**config.mk**
```make
export PLATFORM = sky130hd
export DESIGN_NAME = bps_boot_seq
export DESIGN_NICKNAME = d
export VERILOG_FILES = /design/src/hdl/bps_pkg.sv /design/src/hdl/bps_crc32.sv /design/src/hdl/bps_boot_seq.sv
export SDC_FILE = /design/constraint.sdc
export NUM_CORES = 1
export LEC_CHECK = 0
export BUFFER_PORTS_ARGS = -buffer_cell sky130_fd_sc_hd__buf_2
export CORE_UTILIZATION = 50
export DETAILED_ROUTE_END_ITERATION = 10
export PLACE_DENSITY = 0.76
export SYNTH_ARGS = -nofsm -noshare
export SYNTH_HDL_FRONTEND = slang
export SYNTH_SLANG_ARGS = --single-unit
```
**constraint.sdc**
```tcl
create_clock -name clk -period 2.4 [get_ports clk]
set_input_delay 0.24 -clock clk [delete_from_list [all_inputs] [get_ports clk]]
set_output_delay 0.24 -clock clk [all_outputs]
set_load 0.1 [all_outputs]
```
**src/hdl/bps_pkg.sv**
```systemverilog
package bps_pkg;

  // ----------------------------------------------------------------
  // Timing
  // ----------------------------------------------------------------
  localparam int unsigned CLK_PERIOD_NS = 10;
  localparam int unsigned RST_SEQ_MIN_US = 15;
  localparam int unsigned RST_SEQ_MAX_US = 150;
  localparam int unsigned RST_SEQ_MIN_CYC = (RST_SEQ_MIN_US * 1000 + CLK_PERIOD_NS - 1)
                                            / CLK_PERIOD_NS;
  localparam int unsigned RST_SEQ_MAX_CYC = (RST_SEQ_MAX_US * 1000) / CLK_PERIOD_NS;
  localparam int unsigned SEQ_CW = 11;
  localparam logic [SEQ_CW-1:0] SEQ_LAST = SEQ_CW'(RST_SEQ_MIN_CYC - 1);
  localparam int unsigned REF_CLK_MHZ = 100;
  localparam int unsigned REF_DIV = (1000 / CLK_PERIOD_NS) / REF_CLK_MHZ;
  localparam logic [7:0] REF_LAST = 8'(REF_DIV - 1);

  // ----------------------------------------------------------------
  // Register map
  // ----------------------------------------------------------------
  localparam int unsigned APB_AW = 12;
  localparam logic [APB_AW-1:0] PLL_CFG_ADDR = 12'h000;
  localparam logic [APB_AW-1:0] BOOT_STAT_ADDR = 12'h004;
  localparam int unsigned F_LSB = 0;
  localparam int unsigned F_W = 12;
  localparam int unsigned R_LSB = 12;
  localparam int unsigned R_W = 6;
  localparam int unsigned OUTDIV_LSB = 20;
  localparam int unsigned OUTDIV_W = 3;
  localparam int unsigned STATE_LSB = 0;
  localparam int unsigned RUN_BIT = 4;
  localparam int unsigned ERR_BIT = 5;
  localparam int unsigned OTP_BIT = 6;
  localparam int unsigned STRAP_LSB = 8;

  // ----------------------------------------------------------------
  // Synthesiser defaults
  // ----------------------------------------------------------------
  localparam logic [OUTDIV_W-1:0] OUTDIV_DEF = 3'h1;
  localparam logic [R_W-1:0] R_DEF = 6'h00;
  localparam logic [F_W-1:0] F_RATIO40 = 12'h09F;
  localparam logic [F_W-1:0] F_RATIO16 = 12'h03F;
  localparam logic [F_W-1:0] F_RATIO8 = 12'h01F;
  localparam logic [F_W-1:0] F_RATIO4 = 12'h00F;
  localparam int unsigned SECURE_BOOT_BIT = 5;

  // ----------------------------------------------------------------
  // Image check
  // ----------------------------------------------------------------
  localparam logic [31:0] CRC_POLY = 32'hEDB88320;
  localparam logic [31:0] CRC_INIT = 32'hFFFFFFFF;
  localparam logic [31:0] CRC_SKIP = 32'h0D15AB1E;
  localparam logic [1:0] BYTE_LAST = 2'h3;

  typedef enum logic [2:0] {
    ST_SEQ = 3'b000,
    ST_LEN = 3'b001,
    ST_PROG = 3'b010,
    ST_CRC = 3'b011,
    ST_CHECK = 3'b100,
    ST_RUN = 3'b101,
    ST_ERR = 3'b110
  } bps_state_e;

  function automatic logic [F_W-1:0] bps_strap_f(input logic [1:0] strap);
    case (strap)
      2'b00: return F_RATIO40;
      2'b11: return F_RATIO16;
      2'b10: return F_RATIO8;
      default: return F_RATIO4;
    endcase
  endfunction

endpackage

```
**src/hdl/bps_crc32.sv**
```systemverilog
module bps_crc32 (
  input wire logic clk,
  input wire logic rst_b,
  input wire logic init,
  input wire logic en,
  input wire logic [7:0] data,
  output logic [31:0] crc_q
);
  import bps_pkg::*;

  // ----------------------------------------------------------------
  // Byte update
  // ----------------------------------------------------------------
  function automatic logic [31:0] bps_crc_byte(input logic [31:0] c, input logic [7:0] d);
    logic [31:0] r;
    r = c;
    for (int i = 0; i < 8; i++)
    begin
      if (r[0] ^ d[i])
        r = (r >> 1) ^ CRC_POLY;
      else
        r = r >> 1;
    end
    return r;
  endfunction

  wire [31:0] crc_d = init ? CRC_INIT : (en ? bps_crc_byte(crc_q, data) : crc_q);

  always_ff @(posedge clk or negedge rst_b)
  begin
    if (!rst_b)
      crc_q <= CRC_INIT;
    else
      crc_q <= crc_d;
  end

  // ----------------------------------------------------------------
  // Checks
  // ----------------------------------------------------------------
  a_crc_init_ones: assert property (@(posedge clk) disable iff (!rst_b)
    init |=> crc_q == CRC_INIT)
    else $error("crc not reloaded with all ones");
  a_crc_hold_idle: assert property (@(posedge clk) disable iff (!rst_b)
    (!init && !en) |=> $stable(crc_q))
    else $error("crc changed without a byte");

endmodule

```
**src/hdl/bps_boot_seq.sv**
```systemverilog
module bps_boot_seq #(
  parameter int unsigned RAM_AW = 16,
  parameter int unsigned SEQ_MAX_CYC = bps_pkg::RST_SEQ_MAX_CYC
) (
  input wire logic clk,
  input wire logic rst_b,
  input wire logic ratio_strap_pin_0,
  input wire logic ratio_strap_pin_1,
  input wire logic [31:0] security_word,
  input wire logic [bps_pkg::APB_AW-1:0] paddr,
  input wire logic psel,
  input wire logic penable,
  input wire logic pwrite,
  input wire logic [31:0] pwdata,
  output logic [31:0] prdata_q,
  output logic pready_q,
  output logic pslverr_q,
  output logic gpio_pulldown_en_q,
  output logic core_run_q,
  output logic [31:0] exec_addr_q,
  output logic boot_error_q,
  output logic [bps_pkg::F_W-1:0] pll_feedback_q,
  output logic [bps_pkg::R_W-1:0] pll_ref_div_q,
  output logic [bps_pkg::OUTDIV_W-1:0] output_divider_q,
  output logic tile_ref_tick_q,
  output logic src_req_q,
  output logic src_otp_q,
  output logic [31:0] src_addr_q,
  input wire logic [7:0] src_data,
  input wire logic src_valid,
  output logic ram_we_q,
  output logic [RAM_AW-1:0] ram_addr_q,
  output logic [31:0] ram_wdata_q
);
  import bps_pkg::*;

  bps_state_e state_q;
  bps_state_e state_d;
  logic [SEQ_CW-1:0] seq_cnt_q;
  logic strap_taken_q;
  logic [1:0] strap_q;
  logic [1:0] bcnt_q;
  logic [23:0] sh_q;
  logic [31:0] len_q;
  logic [31:0] wcnt_q;
  logic [31:0] chk_q;
  logic [7:0] ref_cnt_q;
  logic [31:0] crc_w;
  logic [31:0] stat_w;

  // ----------------------------------------------------------------
  // Byte stream decode
  // ----------------------------------------------------------------
  wire [1:0] strap_w = {ratio_strap_pin_1, ratio_strap_pin_0};
  wire take = src_req_q & src_valid;
  wire [31:0] word_w = {src_data, sh_q};
  wire word_done = take & (bcnt_q == BYTE_LAST);
  wire [31:0] wcnt_inc = wcnt_q + 32'h1;
  wire crc_en = take & ((state_q == ST_LEN) | (state_q == ST_PROG));
  wire crc_skip = chk_q == CRC_SKIP;
  wire crc_ok = crc_skip | (chk_q == ~crc_w);
  wire fetch_d = (state_d == ST_LEN) | (state_d == ST_PROG) | (state_d == ST_CRC);
  wire ram_we_d = word_done & (state_q == ST_PROG);

  bps_crc32 u_crc (
    .clk(clk),
    .rst_b(rst_b),
    .init(state_q == ST_SEQ),
    .en(crc_en),
    .data(src_data),
    .crc_q(crc_w)
  );

  // ----------------------------------------------------------------
  // Sequencer
  // ----------------------------------------------------------------
  always_comb
  begin
    state_d = state_q;
    case (state_q)
      ST_SEQ:
        if (strap_taken_q && seq_cnt_q == SEQ_LAST)
          state_d = ST_LEN;
      ST_LEN:
        if (word_done)
          state_d = (word_w == 32'h0) ? ST_CRC : ST_PROG;
      ST_PROG:
        if (word_done && wcnt_inc == len_q)
          state_d = ST_CRC;
      ST_CRC:
        if (word_done)
          state_d = ST_CHECK;
      ST_CHECK:
        state_d = crc_ok ? ST_RUN : ST_ERR;
      ST_RUN:
        state_d = ST_RUN;
      ST_ERR:
        state_d = ST_ERR;
      default:
        state_d = ST_SEQ;
    endcase
  end

  always_ff @(posedge clk or negedge rst_b)
  begin
    if (!rst_b)
    begin
      state_q <= ST_SEQ;
      seq_cnt_q <= '0;
      gpio_pulldown_en_q <= 1'b1;
      core_run_q <= 1'b0;
      boot_error_q <= 1'b0;
      exec_addr_q <= 32'h0;
    end
    else
    begin
      state_q <= state_d;
      gpio_pulldown_en_q <= 1'b0;
      if (state_q == ST_SEQ && strap_taken_q)
        seq_cnt_q <= seq_cnt_q + SEQ_CW'(1);
      core_run_q <= state_d == ST_RUN;
      boot_error_q <= state_d == ST_ERR;
      exec_addr_q <= 32'h0;
    end
  end

  // ----------------------------------------------------------------
  // Straps and security sampled once after release
  // ----------------------------------------------------------------
  always_ff @(posedge clk or negedge rst_b)
  begin
    if (!rst_b)
    begin
      strap_taken_q <= 1'b0;
      strap_q <= 2'b00;
      src_otp_q <= 1'b0;
    end
    else if (!strap_taken_q)
    begin
      strap_taken_q <= 1'b1;
      strap_q <= strap_w;
      src_otp_q <= security_word[SECURE_BOOT_BIT];
    end
  end

  // ----------------------------------------------------------------
  // Image fetch and RAM load
  // ----------------------------------------------------------------
  always_ff @(posedge clk or negedge rst_b)
  begin
    if (!rst_b)
    begin
      src_req_q <= 1'b0;
      src_addr_q <= 32'h0;
      bcnt_q <= 2'h0;
      sh_q <= 24'h0;
      len_q <= 32'h0;
      wcnt_q <= 32'h0;
      chk_q <= 32'h0;
      ram_we_q <= 1'b0;
      ram_addr_q <= '0;
      ram_wdata_q <= 32'h0;
    end
    else
    begin
      src_req_q <= fetch_d;
      ram_we_q <= ram_we_d;
      if (take)
      begin
        src_addr_q <= src_addr_q + 32'h1;
        bcnt_q <= bcnt_q + 2'h1;
        sh_q <= word_w[31:8];
      end
      if (word_done && state_q == ST_LEN)
        len_q <= word_w;
      if (word_done && state_q == ST_CRC)
        chk_q <= word_w;
      if (ram_we_d)
      begin
        wcnt_q <= wcnt_inc;
        ram_addr_q <= wcnt_q[RAM_AW-1:0];
        ram_wdata_q <= word_w;
      end
    end
  end

  // ----------------------------------------------------------------
  // Synthesiser settings and reference tick
  // ----------------------------------------------------------------
  wire apb_setup = psel & ~penable;
  wire apb_acc = psel & penable & pready_q;
  wire hit_pll = paddr == PLL_CFG_ADDR;
  wire hit_stat = paddr == BOOT_STAT_ADDR;
  wire pll_wr = apb_acc & pwrite & hit_pll & strap_taken_q;
  wire [31:0] pll_w = {{(32 - OUTDIV_LSB - OUTDIV_W){1'b0}}, output_divider_q,
                       {(OUTDIV_LSB - R_LSB - R_W){1'b0}},
                       pll_ref_div_q, pll_feedback_q};
  wire [31:0] rd_w = hit_pll ? pll_w : (hit_stat ? stat_w : 32'h0);

  always_comb
  begin
    stat_w = 32'h0;
    stat_w[STATE_LSB +: 3] = state_q;
    stat_w[RUN_BIT] = core_run_q;
    stat_w[ERR_BIT] = boot_error_q;
    stat_w[OTP_BIT] = src_otp_q;
    stat_w[STRAP_LSB +: 2] = strap_q;
  end

  // Tile clock = osc * (F+1)/2 / (R+1) / (div+1), formed outside from these
  always_ff @(posedge clk or negedge rst_b)
  begin
    if (!rst_b)
    begin
      pll_feedback_q <= F_RATIO40;
      pll_ref_div_q <= R_DEF;
      output_divider_q <= OUTDIV_DEF;
    end
    else if (!strap_taken_q)
    begin
      pll_feedback_q <= bps_strap_f(strap_w);
      pll_ref_div_q <= R_DEF;
      output_divider_q <= OUTDIV_DEF;
    end
    else if (pll_wr)
    begin
      pll_feedback_q <= pwdata[F_LSB +: F_W];
      pll_ref_div_q <= pwdata[R_LSB +: R_W];
      output_divider_q <= pwdata[OUTDIV_LSB +: OUTDIV_W];
    end
  end

  always_ff @(posedge clk or negedge rst_b)
  begin
    if (!rst_b)
    begin
      ref_cnt_q <= 8'h0;
      tile_ref_tick_q <= 1'b0;
    end
    else
    begin
      ref_cnt_q <= (ref_cnt_q == REF_LAST) ? 8'h0 : ref_cnt_q + 8'h1;
      tile_ref_tick_q <= ref_cnt_q == REF_LAST;
    end
  end

  // ----------------------------------------------------------------
  // APB slave, one wait-free access phase
  // ----------------------------------------------------------------
  always_ff @(posedge clk or negedge rst_b)
  begin
    if (!rst_b)
    begin
      pready_q <= 1'b0;
      pslverr_q <= 1'b0;
      prdata_q <= 32'h0;
    end
    else
    begin
      pready_q <= apb_setup;
      pslverr_q <= apb_setup & ~(hit_pll | hit_stat);
      if (apb_setup)
        prdata_q <= pwrite ? 32'h0 : rd_w;
    end
  end

  // ----------------------------------------------------------------
  // Checks
  // ----------------------------------------------------------------
  a_seq_window: assert property (@(posedge clk) disable iff (!rst_b)
    ($past(state_q) == ST_SEQ && state_q == ST_LEN) |->
      ($past(seq_cnt_q) + 1 >= RST_SEQ_MIN_CYC) && ($past(seq_cnt_q) + 1 <= SEQ_MAX_CYC))
    else $error("boot start outside the reset sequence window");
  a_pulldown_drop: assert property (@(posedge clk) disable iff (!rst_b)
    gpio_pulldown_en_q |-> !strap_taken_q && !core_run_q ##1 !gpio_pulldown_en_q)
    else $error("pull-downs not tied to reset");
  a_strap_default: assert property (@(posedge clk) disable iff (!rst_b)
    $rose(strap_taken_q) |-> pll_feedback_q == bps_strap_f($past(strap_w))
      && pll_ref_div_q == R_DEF && output_divider_q == OUTDIV_DEF)
    else $error("strap defaults wrong");
  a_pll_write: assert property (@(posedge clk) disable iff (!rst_b)
    pll_wr |=> pll_feedback_q == $past(pwdata[F_LSB +: F_W])
      && output_divider_q == $past(pwdata[OUTDIV_LSB +: OUTDIV_W]))
    else $error("synthesiser write lost");
  a_src_select: assert property (@(posedge clk) disable iff (!rst_b)
    $rose(src_req_q) |-> src_otp_q == security_word[SECURE_BOOT_BIT] && src_addr_q == 32'h0)
    else $error("boot source changed at fetch start");
  a_crc_mismatch: assert property (@(posedge clk) disable iff (!rst_b)
    (state_q == ST_CHECK && !crc_skip && chk_q != ~crc_w) |=>
      boot_error_q && !core_run_q ##1 boot_error_q && !core_run_q)
    else $error("bad image started");
  a_skip_run: assert property (@(posedge clk) disable iff (!rst_b)
    (state_q == ST_CHECK && crc_skip) |=> core_run_q && exec_addr_q == 32'h0)
    else $error("skip value did not start program");
  a_ram_order: assert property (@(posedge clk) disable iff (!rst_b)
    ram_we_q |-> 32'(ram_addr_q) == ((wcnt_q - 32'h1) & ((32'h1 << RAM_AW) - 32'h1)))
    else $error("ram word address out of order");
  a_len_first: assert property (@(posedge clk) disable iff (!rst_b)
    ($past(state_q) == ST_LEN && state_q == ST_PROG) |-> len_q != 32'h0 && wcnt_q == 32'h0)
    else $error("length word not taken first");
  a_apb_ready: assert property (@(posedge clk) disable iff (!rst_b)
    apb_setup |=> pready_q ##1 !pready_q)
    else $error("apb ready timing wrong");

  c_boot_run: cover property (@(posedge clk) disable iff (!rst_b) $rose(core_run_q));
  c_boot_err: cover property (@(posedge clk) disable iff (!rst_b) $rose(boot_error_q));
  c_boot_skip: cover property (@(posedge clk) disable iff (!rst_b)
    state_q == ST_CHECK && crc_skip);
  c_pll_write: cover property (@(posedge clk) disable iff (!rst_b) pll_wr);

endmodule

```
==> flow_metrics.tcl, run 1 <==
set metrics [dict create \
    status "completed" \
    postSynth.asyncResetShare_pct 100 \
    yosys.area.top_type "dfrtp_1" \
    cp_cell_sequence "or4b_2 > nor4_1 > nand4_1 > o21ai_1 > nor3b_1 > nor2_1 > a21oi_1" \
    setup_viol 0 \
    period_needed_ns 2.33 \
    dr.pass1.iters 5 \
    ys_types 63 \
    p_per_area_nw_per_um2 1270 \
    total_power_mw 22.7 \
    path_clk_slew_ns 0.06 \
    antenna_found_initial 0 \
    rsz0062_at_grt "yes" \
    grt_max_degree 71 \
    syn_area_per_cell_um2 10.6 \
    post-route-util_pct 61.6 \
    row_count 62 \
    start_util_pct 51.3 \
    grt_busiest_layer "met2" \
    num-fill-cells 2315 \
    post-route-period-util_pct 97.1 \
    met2_usage_pct 39.0 \
    cp-start-kind "flip-flop" \
    num_antenna_cells 0 \
    ys_seq_area_share_pct 52.5 \
    synth_edf_count 0 \
    routedWlPerCell_um 17.2 \
    fmax_ghz 0.429 \
    hold_ws_ns 0.0121 \
    fin_nets 1743 \
    wirelength_mm 35.4 \
    min_from "pwdata[12]" \
    yosys_warnings 0 \
    cp.arrival_ns 2.70 \
    place.gp.congestion 0.912 \
    worstSkewPairLatency_ns 0.51 \
    crit_start "chk_q[7]" \
    cts_root_buffer "clkbuf_16" \
    cp_num_buf_inv 0 \
    dieHeight_um 174 \
    clock_path_buffers 3 \
    multi_input_area_um2 6740 \
    syn2layout_area_growth_pct 20.1 \
    reg2reg_depth 7 \
    dpl_worst_slack_ns -0.0141 \
    seqCellArea_um2 7830 \
    final_common_cell "nand2_1" \
    fin_ws_ns 0.0701 \
    grt_use_met1_pct 32.2 \
    overflow 0 \
    path_max_fanout 3 \
    maxCapViolCount 0 \
    yosys-top-cells-area "dfrtp_1 (45%), xnor2_1 (8.4%), nand2_1 (7.2%), dfstp_2 (7.1%), mux2_2 (4.4%)" \
    crit_end "src_req_q" \
    die_w_um 174 \
    vias 11000 \
    cpPeakStageDelay_ns 0.67 \
    setup_tns_ns 0 \
    crit_family "simple AND/OR/NAND/NOR gates" \
    io_pins 266 \
    syn_inst 1404 \
    synth_seq_cells 310 \
    cp.depth 7 \
    grt_pass1_vias 11100 \
    skew_ns 0.0174 \
    routed_via_density 5.33 \
    grt_pass1_wl_mm 58.1 \
    fin_cells 2055 \
    ant_nets 0 \
    layout-drive-gt1-share_pct 27.4 \
    htreeDepth 2 \
    die_area_um2 30400 \
    drc_errors 0 \
    tritoncts.num_buffers 34 \
    hp-class "input port to flip-flop" \
    reg2reg_to "src_req_q" \
    p_leak_nw 8.68 \
    slew-limit-headroom_pct 47.1 \
    synth_area_um2 14900 \
    worst-setup-path-type "flip-flop to flip-flop" \
    dp_hpwl_mm 24.3 \
    ys.flop_type "dfrtp_1" \
    timing.rr.start "chk_q[7]" \
    hold_violations 0 \
    cts_sinks 310 \
    placed_area_um2 16400 \
    worst_pin_slew_ns 0.788 \
    end_kind "flip-flop" \
    dp.cells 1970 \
    grt_use_total_pct 23.7 \
    cts_tree "built" \
    cp.required_ns 2.77 \
    core-area_um2 29000 \
    final_area_um2 17900 \
    critical-path-slowest-cell "or4b_2" \
    synth_top_area_share_pct 45.4 \
    final_max_slew_viol_count 0 \
    reg2reg_setup_slack_ns 0.07 \
    portBuffers 180 \
    final_cell_mix "nand2_1 (287), dfrtp_1 (255), buf_2 (179), xnor2_1 (141), nor2_1 (73)" \
    drtIter0Drc 655 \
    vdd_drop_max_mv 1.24 \
    grt_util_met3_pct 3.63 \
]
-- Yosys cell counts (3+ instances only) --
library cell / instances
xnor2_2: 6
buf_1: 9
xnor2_1: 143
nand4b_1: 4
nor4_1: 24
xnor2_4: 4
clkbuf_1: 43
and3_1: 12
and4_1: 5
nand3_1: 41
nor2_1: 76
mux2_2: 58
a21oi_1: 36
mux2_1: 13
or4_1: 4
buf_2: 8
nand2_1: 287
o31ai_1: 4
a31oi_1: 3
buf_4: 44
dfrtp_1: 270
nand2b_1: 4
nor2b_1: 17
a22o_1: 13
and2_1: 4
inv_1: 12
nor3b_1: 7
xor2_1: 72
o21ai_0: 19
dfstp_2: 40
ha_1: 6
nand4_1: 31
mux2i_1: 34
nor3_1: 14
-- per-layer routing --
layer / vias to the layer above / part of all wire, %
met3: 52 / 5.7
li1: 5094 / -
met4: 0 / 2.3
met1: 5487 / 44
met5: - / 0
met2: 330 / 48
-- worst register-to-register path: cells and delay by family, from the launching register on --
family / cells / cell delay, ns
AO/OA/AOI/OAI: 2 / 0.33
flip-flops: 1 / 0.41
AND/OR/NAND/NOR: 5 / 1.46
-- area by class of cell --
type                       instances  area share (%)
clock buffer                      45            5.28
clock inverter                    17           0.953
inverter                          13           0.273
multi-input combinational       1020            37.7
sequential                       310            43.8
tap                              384            2.69
timing repair buffer             266            9.25
-- worst min path at each step --
stage | endpoint | slack (ns) | cells past startpoint
after global routing | pll_ref_div_q[1] | 0.02 | 3
after global placement | ref_cnt_q[0] | 0.25 | 1
after floorplan | bcnt_q[0] | -0.06 | 0
after detailed placement | ref_cnt_q[0] | 0.25 | 1
after CTS | pll_ref_div_q[0] | 0.0007 | 3
final | pll_ref_div_q[0] | 0.01 | 3
-- report_power, final --
group          internal [mW]  total, mW  switching [mW]
Clock                   3.02       5.17            2.15
Sequential              6.62       7.96            1.34
Combinational           3.26       9.60            6.34
Total                   12.9       22.7            9.83
-- cells by family (layout without fill, tap and decap cells) --
logic type               after synthesis  in the layout  share of synthesized area [%]
XOR/XNOR                             226            226                           14.2
multiplexers                         105            105                           7.66
buffers and inverters                117            341                           4.13
AND/OR/NAND/NOR                      544            544                           17.0
adder cells (fa/ha/maj)                7              7                          0.572
AO/OA/AOI/OAI                         93             93                           3.90
flip-flops                           310            310                           52.5
other                                  2             45                         0.0505
-- timing repair --
item / CTS / global route
resized for setup: 2 / 21
setup buffers: 1 / 5
endpoints found under the hold margin: 67 / 0
setup endpoints to repair: 1 / 2
hold buffers: 17 / 0
pin swaps: 0 / 9
-- flip-flops by register name, indices dropped and copies added, names as in the netlist, 3 cells and up --
signal and cells:
sh_q 24, wcnt_q 32, seq_cnt_q 11, ref_cnt_q 8, pll_feedback_q 12, u_crc.crc_q 32
output_divider_q 3, ram_wdata_q 32, pll_ref_div_q 6, state_q 3, chk_q 32, len_q 32
ram_addr_q 16, src_addr_q 32, prdata_q 21
Power figures use the tool's default switching activity.
==> run 2, diff against run 1 <==
--- a/config.mk
+++ b/config.mk
@@ -6,9 +6,11 @@
 export NUM_CORES = 1
 export LEC_CHECK = 0
 export BUFFER_PORTS_ARGS = -buffer_cell sky130_fd_sc_hd__buf_2
+export CORE_ASPECT_RATIO = 1.4
 export CORE_UTILIZATION = 50
 export DETAILED_ROUTE_END_ITERATION = 10
-export PLACE_DENSITY = 0.76
+export PLACE_DENSITY = 0.75
 export SYNTH_ARGS = -nofsm -noshare
 export SYNTH_HDL_FRONTEND = slang
+export SYNTH_HIERARCHICAL = 1
 export SYNTH_SLANG_ARGS = --single-unit
==> flow_metrics.tcl, run 2 <==
set metrics [dict create \
    min_to "ram_wdata_q[28]" \
    p_leak_nw 9.15 \
    cp-start-kind "flip-flop" \
    grt_pass1_vias 11400 \
    hp-class "input port to flip-flop" \
    reg2reg_to "wcnt_q[30]" \
    fin_nets 1738 \
    final_area_um2 18200 \
    worst-setup-path-type "flip-flop to flip-flop" \
    synth_common_cells "nand2_1 (293), dfrtp_1 (270), xnor2_1 (96)" \
    status "finished with violations" \
    rsz0062_at_grt "yes" \
    period_needed_ns 2.36 \
    post-route-util_pct 60.8 \
    portBuffers 180 \
    overflow 0 \
    routedWlPerCell_um 18.4 \
    cts_sinks 310 \
    multi_input_area_um2 6970 \
    slew-limit-headroom_pct 54.3 \
    synth_top_area_share_pct 44.6 \
    grt_max_degree 69 \
    dp_hpwl_mm 26.9 \
    syn2layout_area_growth_pct 20.0 \
    die_w_um 149 \
    yosys_warnings 6 \
    drtIter0Drc 455 \
    synth_edf_count 0 \
    setup_viol 0 \
    drc_errors 1 \
    cp.required_ns 2.85 \
    min_from "src_data[4]" \
    vdd_drop_max_mv 0.934 \
    start_util_pct 50.6 \
    wirelength_mm 37.6 \
    holdPathStages 3 \
    ys_types 71 \
    grt_pass1_wl_mm 60.6 \
    place.gp.congestion 0.925 \
    num_antenna_cells 0 \
    reg2reg_depth 7 \
    skew_ns 0.0103 \
    routed_via_density 5.40 \
    placed_area_um2 16800 \
    synth_area_um2 15200 \
    htreeDepth 1 \
    core-area_um2 29900 \
    setup_tns_ns 0 \
    hold_violations 0 \
    final_common_cell "nand2_1" \
    synth_seq_cells 310 \
    worstSkewPairLatency_ns 0.57 \
    antenna_found_initial 0 \
    timing.rr.start "bcnt_q[1]" \
    grt_use_total_pct 24.8 \
    end_kind "flip-flop" \
    final_cell_mix "nand2_1 (292), dfrtp_1 (254), buf_2 (179), xnor2_1 (95), xor2_1 (86)" \
    yosysMostFrequentCell "nand2_1" \
    fmax_ghz 0.424 \
    syn_inst 1393 \
    dp.cells 1967 \
    syn_area_per_cell_um2 10.9 \
    cp.arrival_ns 2.81 \
    vias 11100 \
    num-fill-cells 2430 \
    cts_tree "built" \
    worst_pin_slew_ns 0.685 \
    cts_root_buffer "clkbuf_16" \
    reg2reg_setup_slack_ns 0.04 \
    die_area_um2 31000 \
    dr.pass1.iters 8 \
    ant_nets 0 \
    postSynth.asyncResetShare_pct 100 \
    tritoncts.num_buffers 29 \
    ys_seq_area_share_pct 51.5 \
    io_pins 266 \
    seqCellArea_um2 7830 \
    path_clk_slew_ns 0.06 \
    row_count 75 \
    post-route-period-util_pct 98.3 \
    ys.flop_type "dfrtp_1" \
    final_max_slew_viol_count 0 \
    maxCapViolCount 0 \
    yosys-top-cells-area "dfrtp_1 (45%), nand2_1 (7.3%), dfstp_2 (6.9%), xnor2_1 (5.5%), mux2_2 (5.2%)" \
    fin_cells 2048 \
    layout-drive-gt1-share_pct 28.0 \
    yosys.area.top_type "dfrtp_1" \
    failed_checks "design-rule violations" \
    clock_path_buffers 3 \
    path_max_fanout 4 \
    dieHeight_um 208 \
    p_per_area_nw_per_um2 1230 \
]
## run 2: worst max path at each step
stage | cells past startpoint | startpoint | to
after floorplan | 7 | src_req_q | wcnt_q[30]
after global routing | 7 | bcnt_q[1] | wcnt_q[30]
after detailed placement | 9 | bcnt_q[0] | state_q[0]
after global placement | 9 | bcnt_q[0] | state_q[0]
final | 7 | bcnt_q[1] | wcnt_q[30]
after CTS | 9 | bcnt_q[0] | state_q[0]
## run 2: metal layers
metal / wire length, um / GRT usage, % / part of all wire, %
met1: 15000 / 30.3 / 40
met2: 19100 / 43.2 / 51
met3: 1650 / 2.81 / 4.4
met4: 1840 / 12.2 / 4.9
met5: 0 / 0 / 0
## run 2: cell families after synthesis
family / Yosys count / synth area share, %
flip-flops: 310 / 51.5
multiplexers: 104 / 7.45
XOR/XNOR: 211 / 14.9
adder cells (fa/ha/maj): 7 / 0.561
buffers and inverters: 122 / 4.31
other: 2 / 0.0495
AND/OR/NAND/NOR: 533 / 16.5
AO/OA/AOI/OAI: 104 / 4.75
## run 2: stage by stage
| step | worst slack (ns) | hold slack [ns] | power, mW |
|---|---|---|---|
| after global routing | -0.0519 | 0.00124 | 23.5 |
| after floorplan | -0.0268 | -0.0556 | 15.2 |
| after global placement | -0.00318 | 0.217 | 17.2 |
| final | 0.0407 | 0.0147 | 22.4 |
| after CTS | 0.0264 | 0.00256 | 22.5 |
| after detailed placement | -0.0506 | 0.224 | 17.4 |
## run 2: cell type report
class	count	share of cell area, %
clock buffer	42	4.48
clock inverter	12	1.19
inverter	14	0.316
multi-input combinational	1004	38.3
sequential	310	43.0
tap	385	2.65
timing repair buffer	281	10.0
## run 2: critical path: stages (launching register included)
cell     delay, ns
dfrtp_1       0.36
ha_2          0.21
nand2_1       0.05
or4_4         0.54
or4_4         0.54
nor3_4        0.25
nand4_1       0.13
xnor2_1       0.15
## run 2: where the power goes
part           internal, mW  total (mW)  switching, mW
Combinational          3.67        9.53           5.86
Clock                  3.00        4.99           1.99
Sequential             6.60        7.92           1.32
## run 2: timing repair
item                                    4_1_cts  5_1_grt
buffers inserted                              0        1
hold endpoints to repair                     86        0
endpoints found under the setup margin        2        2
hold buffers                                 26        0
cloned                                        0        0
pin swaps                                     1        8
gates resized for setup                       2       11
==> run 3, diff against run 2 <==
--- a/config.mk
+++ b/config.mk
@@ -9,6 +9,7 @@
 export CORE_ASPECT_RATIO = 1.4
 export CORE_UTILIZATION = 50
 export DETAILED_ROUTE_END_ITERATION = 10
+export MAX_ROUTING_LAYER = met4
 export PLACE_DENSITY = 0.75
 export SYNTH_ARGS = -nofsm -noshare
 export SYNTH_HDL_FRONTEND = slang
==> flow_metrics.tcl, run 3 (synthesized netlist as in run 2, its figures left out) <==
set metrics [dict create \
    timing.rr.start "bcnt_q[1]" \
    skew_ns 0.0184 \
    end_kind "flip-flop" \
    status "finished with violations" \
    portBuffers 180 \
    tritoncts.num_buffers 30 \
    die_w_um 149 \
    hp-class "input port to flip-flop" \
    path_clk_slew_ns 0.06 \
    cp_num_buf_inv 1 \
    cts_root_buffer "clkbuf_16" \
    reg2reg_setup_slack_ns 0.08 \
    antenna_found_initial 0 \
    final_common_cell "nand2_1" \
    cp_common_cell "or4_4" \
    grt_use_total_pct 25.4 \
    final_area_um2 18400 \
    cts_sinks 310 \
    ant_nets 0 \
    vias 11100 \
    fmax_ghz 0.432 \
    layout-drive-gt1-share_pct 29.3 \
    drtIter0Drc 569 \
    start_util_pct 50.6 \
    setup_tns_ns 0 \
    dr.pass1.iters 8 \
    cpPeakStageDelay_ns 0.52 \
    dp_hpwl_mm 26.8 \
    cp.arrival_ns 2.77 \
    final_max_slew_viol_count 0 \
    drc_errors 1 \
    dieHeight_um 208 \
    p_per_area_nw_per_um2 1230 \
    setup_viol 0 \
    routedWlPerCell_um 18.3 \
    post-route-util_pct 61.4 \
    syn2layout_area_growth_pct 21.2 \
    vdd_drop_max_mv 0.941 \
    final_cell_mix "nand2_1 (290), dfrtp_1 (250), buf_2 (179), xnor2_1 (95), xor2_1 (86)" \
    p_leak_nw 9.26 \
    fin_nets 1756 \
    overflow 0 \
    failed_checks "design-rule violations" \
    post-route-period-util_pct 96.5 \
    num_antenna_cells 0 \
    grt_max_degree 76 \
    core-area_um2 29900 \
    grt_pass1_vias 11300 \
    dp.cells 1968 \
    min_from "src_data[7]" \
    maxCapViolCount 0 \
    worstSkewPairLatency_ns 0.58 \
    fin_cells 2067 \
    cp_cell_sequence "ha_2 > nand2_1 > or4_4 > buf_4 > or4_4 > nor3_4 > nand4_1 > xnor2_1" \
    worst-setup-path-type "flip-flop to flip-flop" \
    io_pins 266 \
    num-fill-cells 2365 \
    period_needed_ns 2.32 \
    row_count 75 \
    cp-start-kind "flip-flop" \
    cp.required_ns 2.86 \
    crit_family "simple AND/OR/NAND/NOR gates" \
    slew-limit-headroom_pct 58.9 \
    path_max_fanout 4 \
    wirelength_mm 37.9 \
    die_area_um2 31000 \
    crit_start "bcnt_q[1]" \
    cts_tree "built" \
    rsz0062_at_grt "yes" \
    grt_pass1_wl_mm 60.0 \
    routed_via_density 5.39 \
    hold_violations 0 \
    clock_path_buffers 3 \
    placed_area_um2 16800 \
    critical-path-slowest-cell "or4_4" \
    place.gp.congestion 0.946 \
    htreeDepth 1 \
    worst_pin_slew_ns 0.617 \
]
## run 3: cell count changes in the layout (fill, tap and decap cells not counted), sizes merged
cell / before / now
buf: 255 / 267
dlygate4sd3: 26 / 31
clkbuf: 42 / 44
clkinv: 5 / 8
bufinv: 6 / 3
## run 3: metal layers
metal,up-vias,GRT usage [%],wire (um)
li1,5174,-,-
met1,5508,29.6,15100
met2,348,42.9,19300
met3,108,3.33,1690
met4,0,12.6,1820
met5,-,-,0
## run 3: tightest hold or removal path, delay by kind of cell
kind                   cells  cell delay [ns]
buffers and inverters      1             0.19
AND/OR/NAND/NOR            2             0.12
## run 3: worst paths after layout
| path | to | depth (start not counted) |
|---|---|---|
| hold reg to reg | src_addr_q[31] | 1 |
| setup reg to reg | wcnt_q[30] | 8 |
| setup / recovery | wcnt_q[30] | 8 |
| hold / removal | sh_q[23] | 3 |
| max in group asynchronous | wcnt_q[3] | 3 |
| min in group asynchronous | ram_wdata_q[6] | 2 |
## run 3: area by class of cell
cell class	instances	area (um^2)	share of cell area, %
Clock inverter	12	141	0.769
Sequential cell	310	7840	42.6
Inverter	14	57.6	0.313
Timing Repair Buffer	298	1960	10.6
Multi-Input combinational cell	1004	6980	38.0
Tap cell	385	482	2.62
Clock buffer	44	925	5.03
## run 3: report_power, final
group | switching [mW] | total (mW) | internal [mW] | leakage [nW]
Sequential | 1.35 | 7.95 | 6.60 | 4.00
Combinational | 5.85 | 9.57 | 3.72 | 4.73
Clock | 2.05 | 5.04 | 2.99 | 0.532
Total | 9.25 | 22.6 | 13.3 | 9.26
## run 3: metrics by stage
stage,total power [mW],hold slack [ns],setup WS (ns)
floorplan,15.2,-0.0556,-0.0268
global placement,17.2,0.270,-0.0118
detailed placement,17.4,0.244,-0.0253
CTS,22.6,0.00700,0.00608
global route,23.6,0.0124,-0.0180
finish,22.6,0.0222,0.0839
## run 3: repair_timing
| item | 4_1_cts | 5_1_grt |
|---|---|---|
| endpoints found under the setup margin | 2 | 7 |
| hold buffers | 31 | 0 |
| endpoints found under the hold margin | 96 | 0 |
| setup buffers | 2 | 10 |
| gates resized for setup | 8 | 15 |
| pin swaps | 10 | 7 |
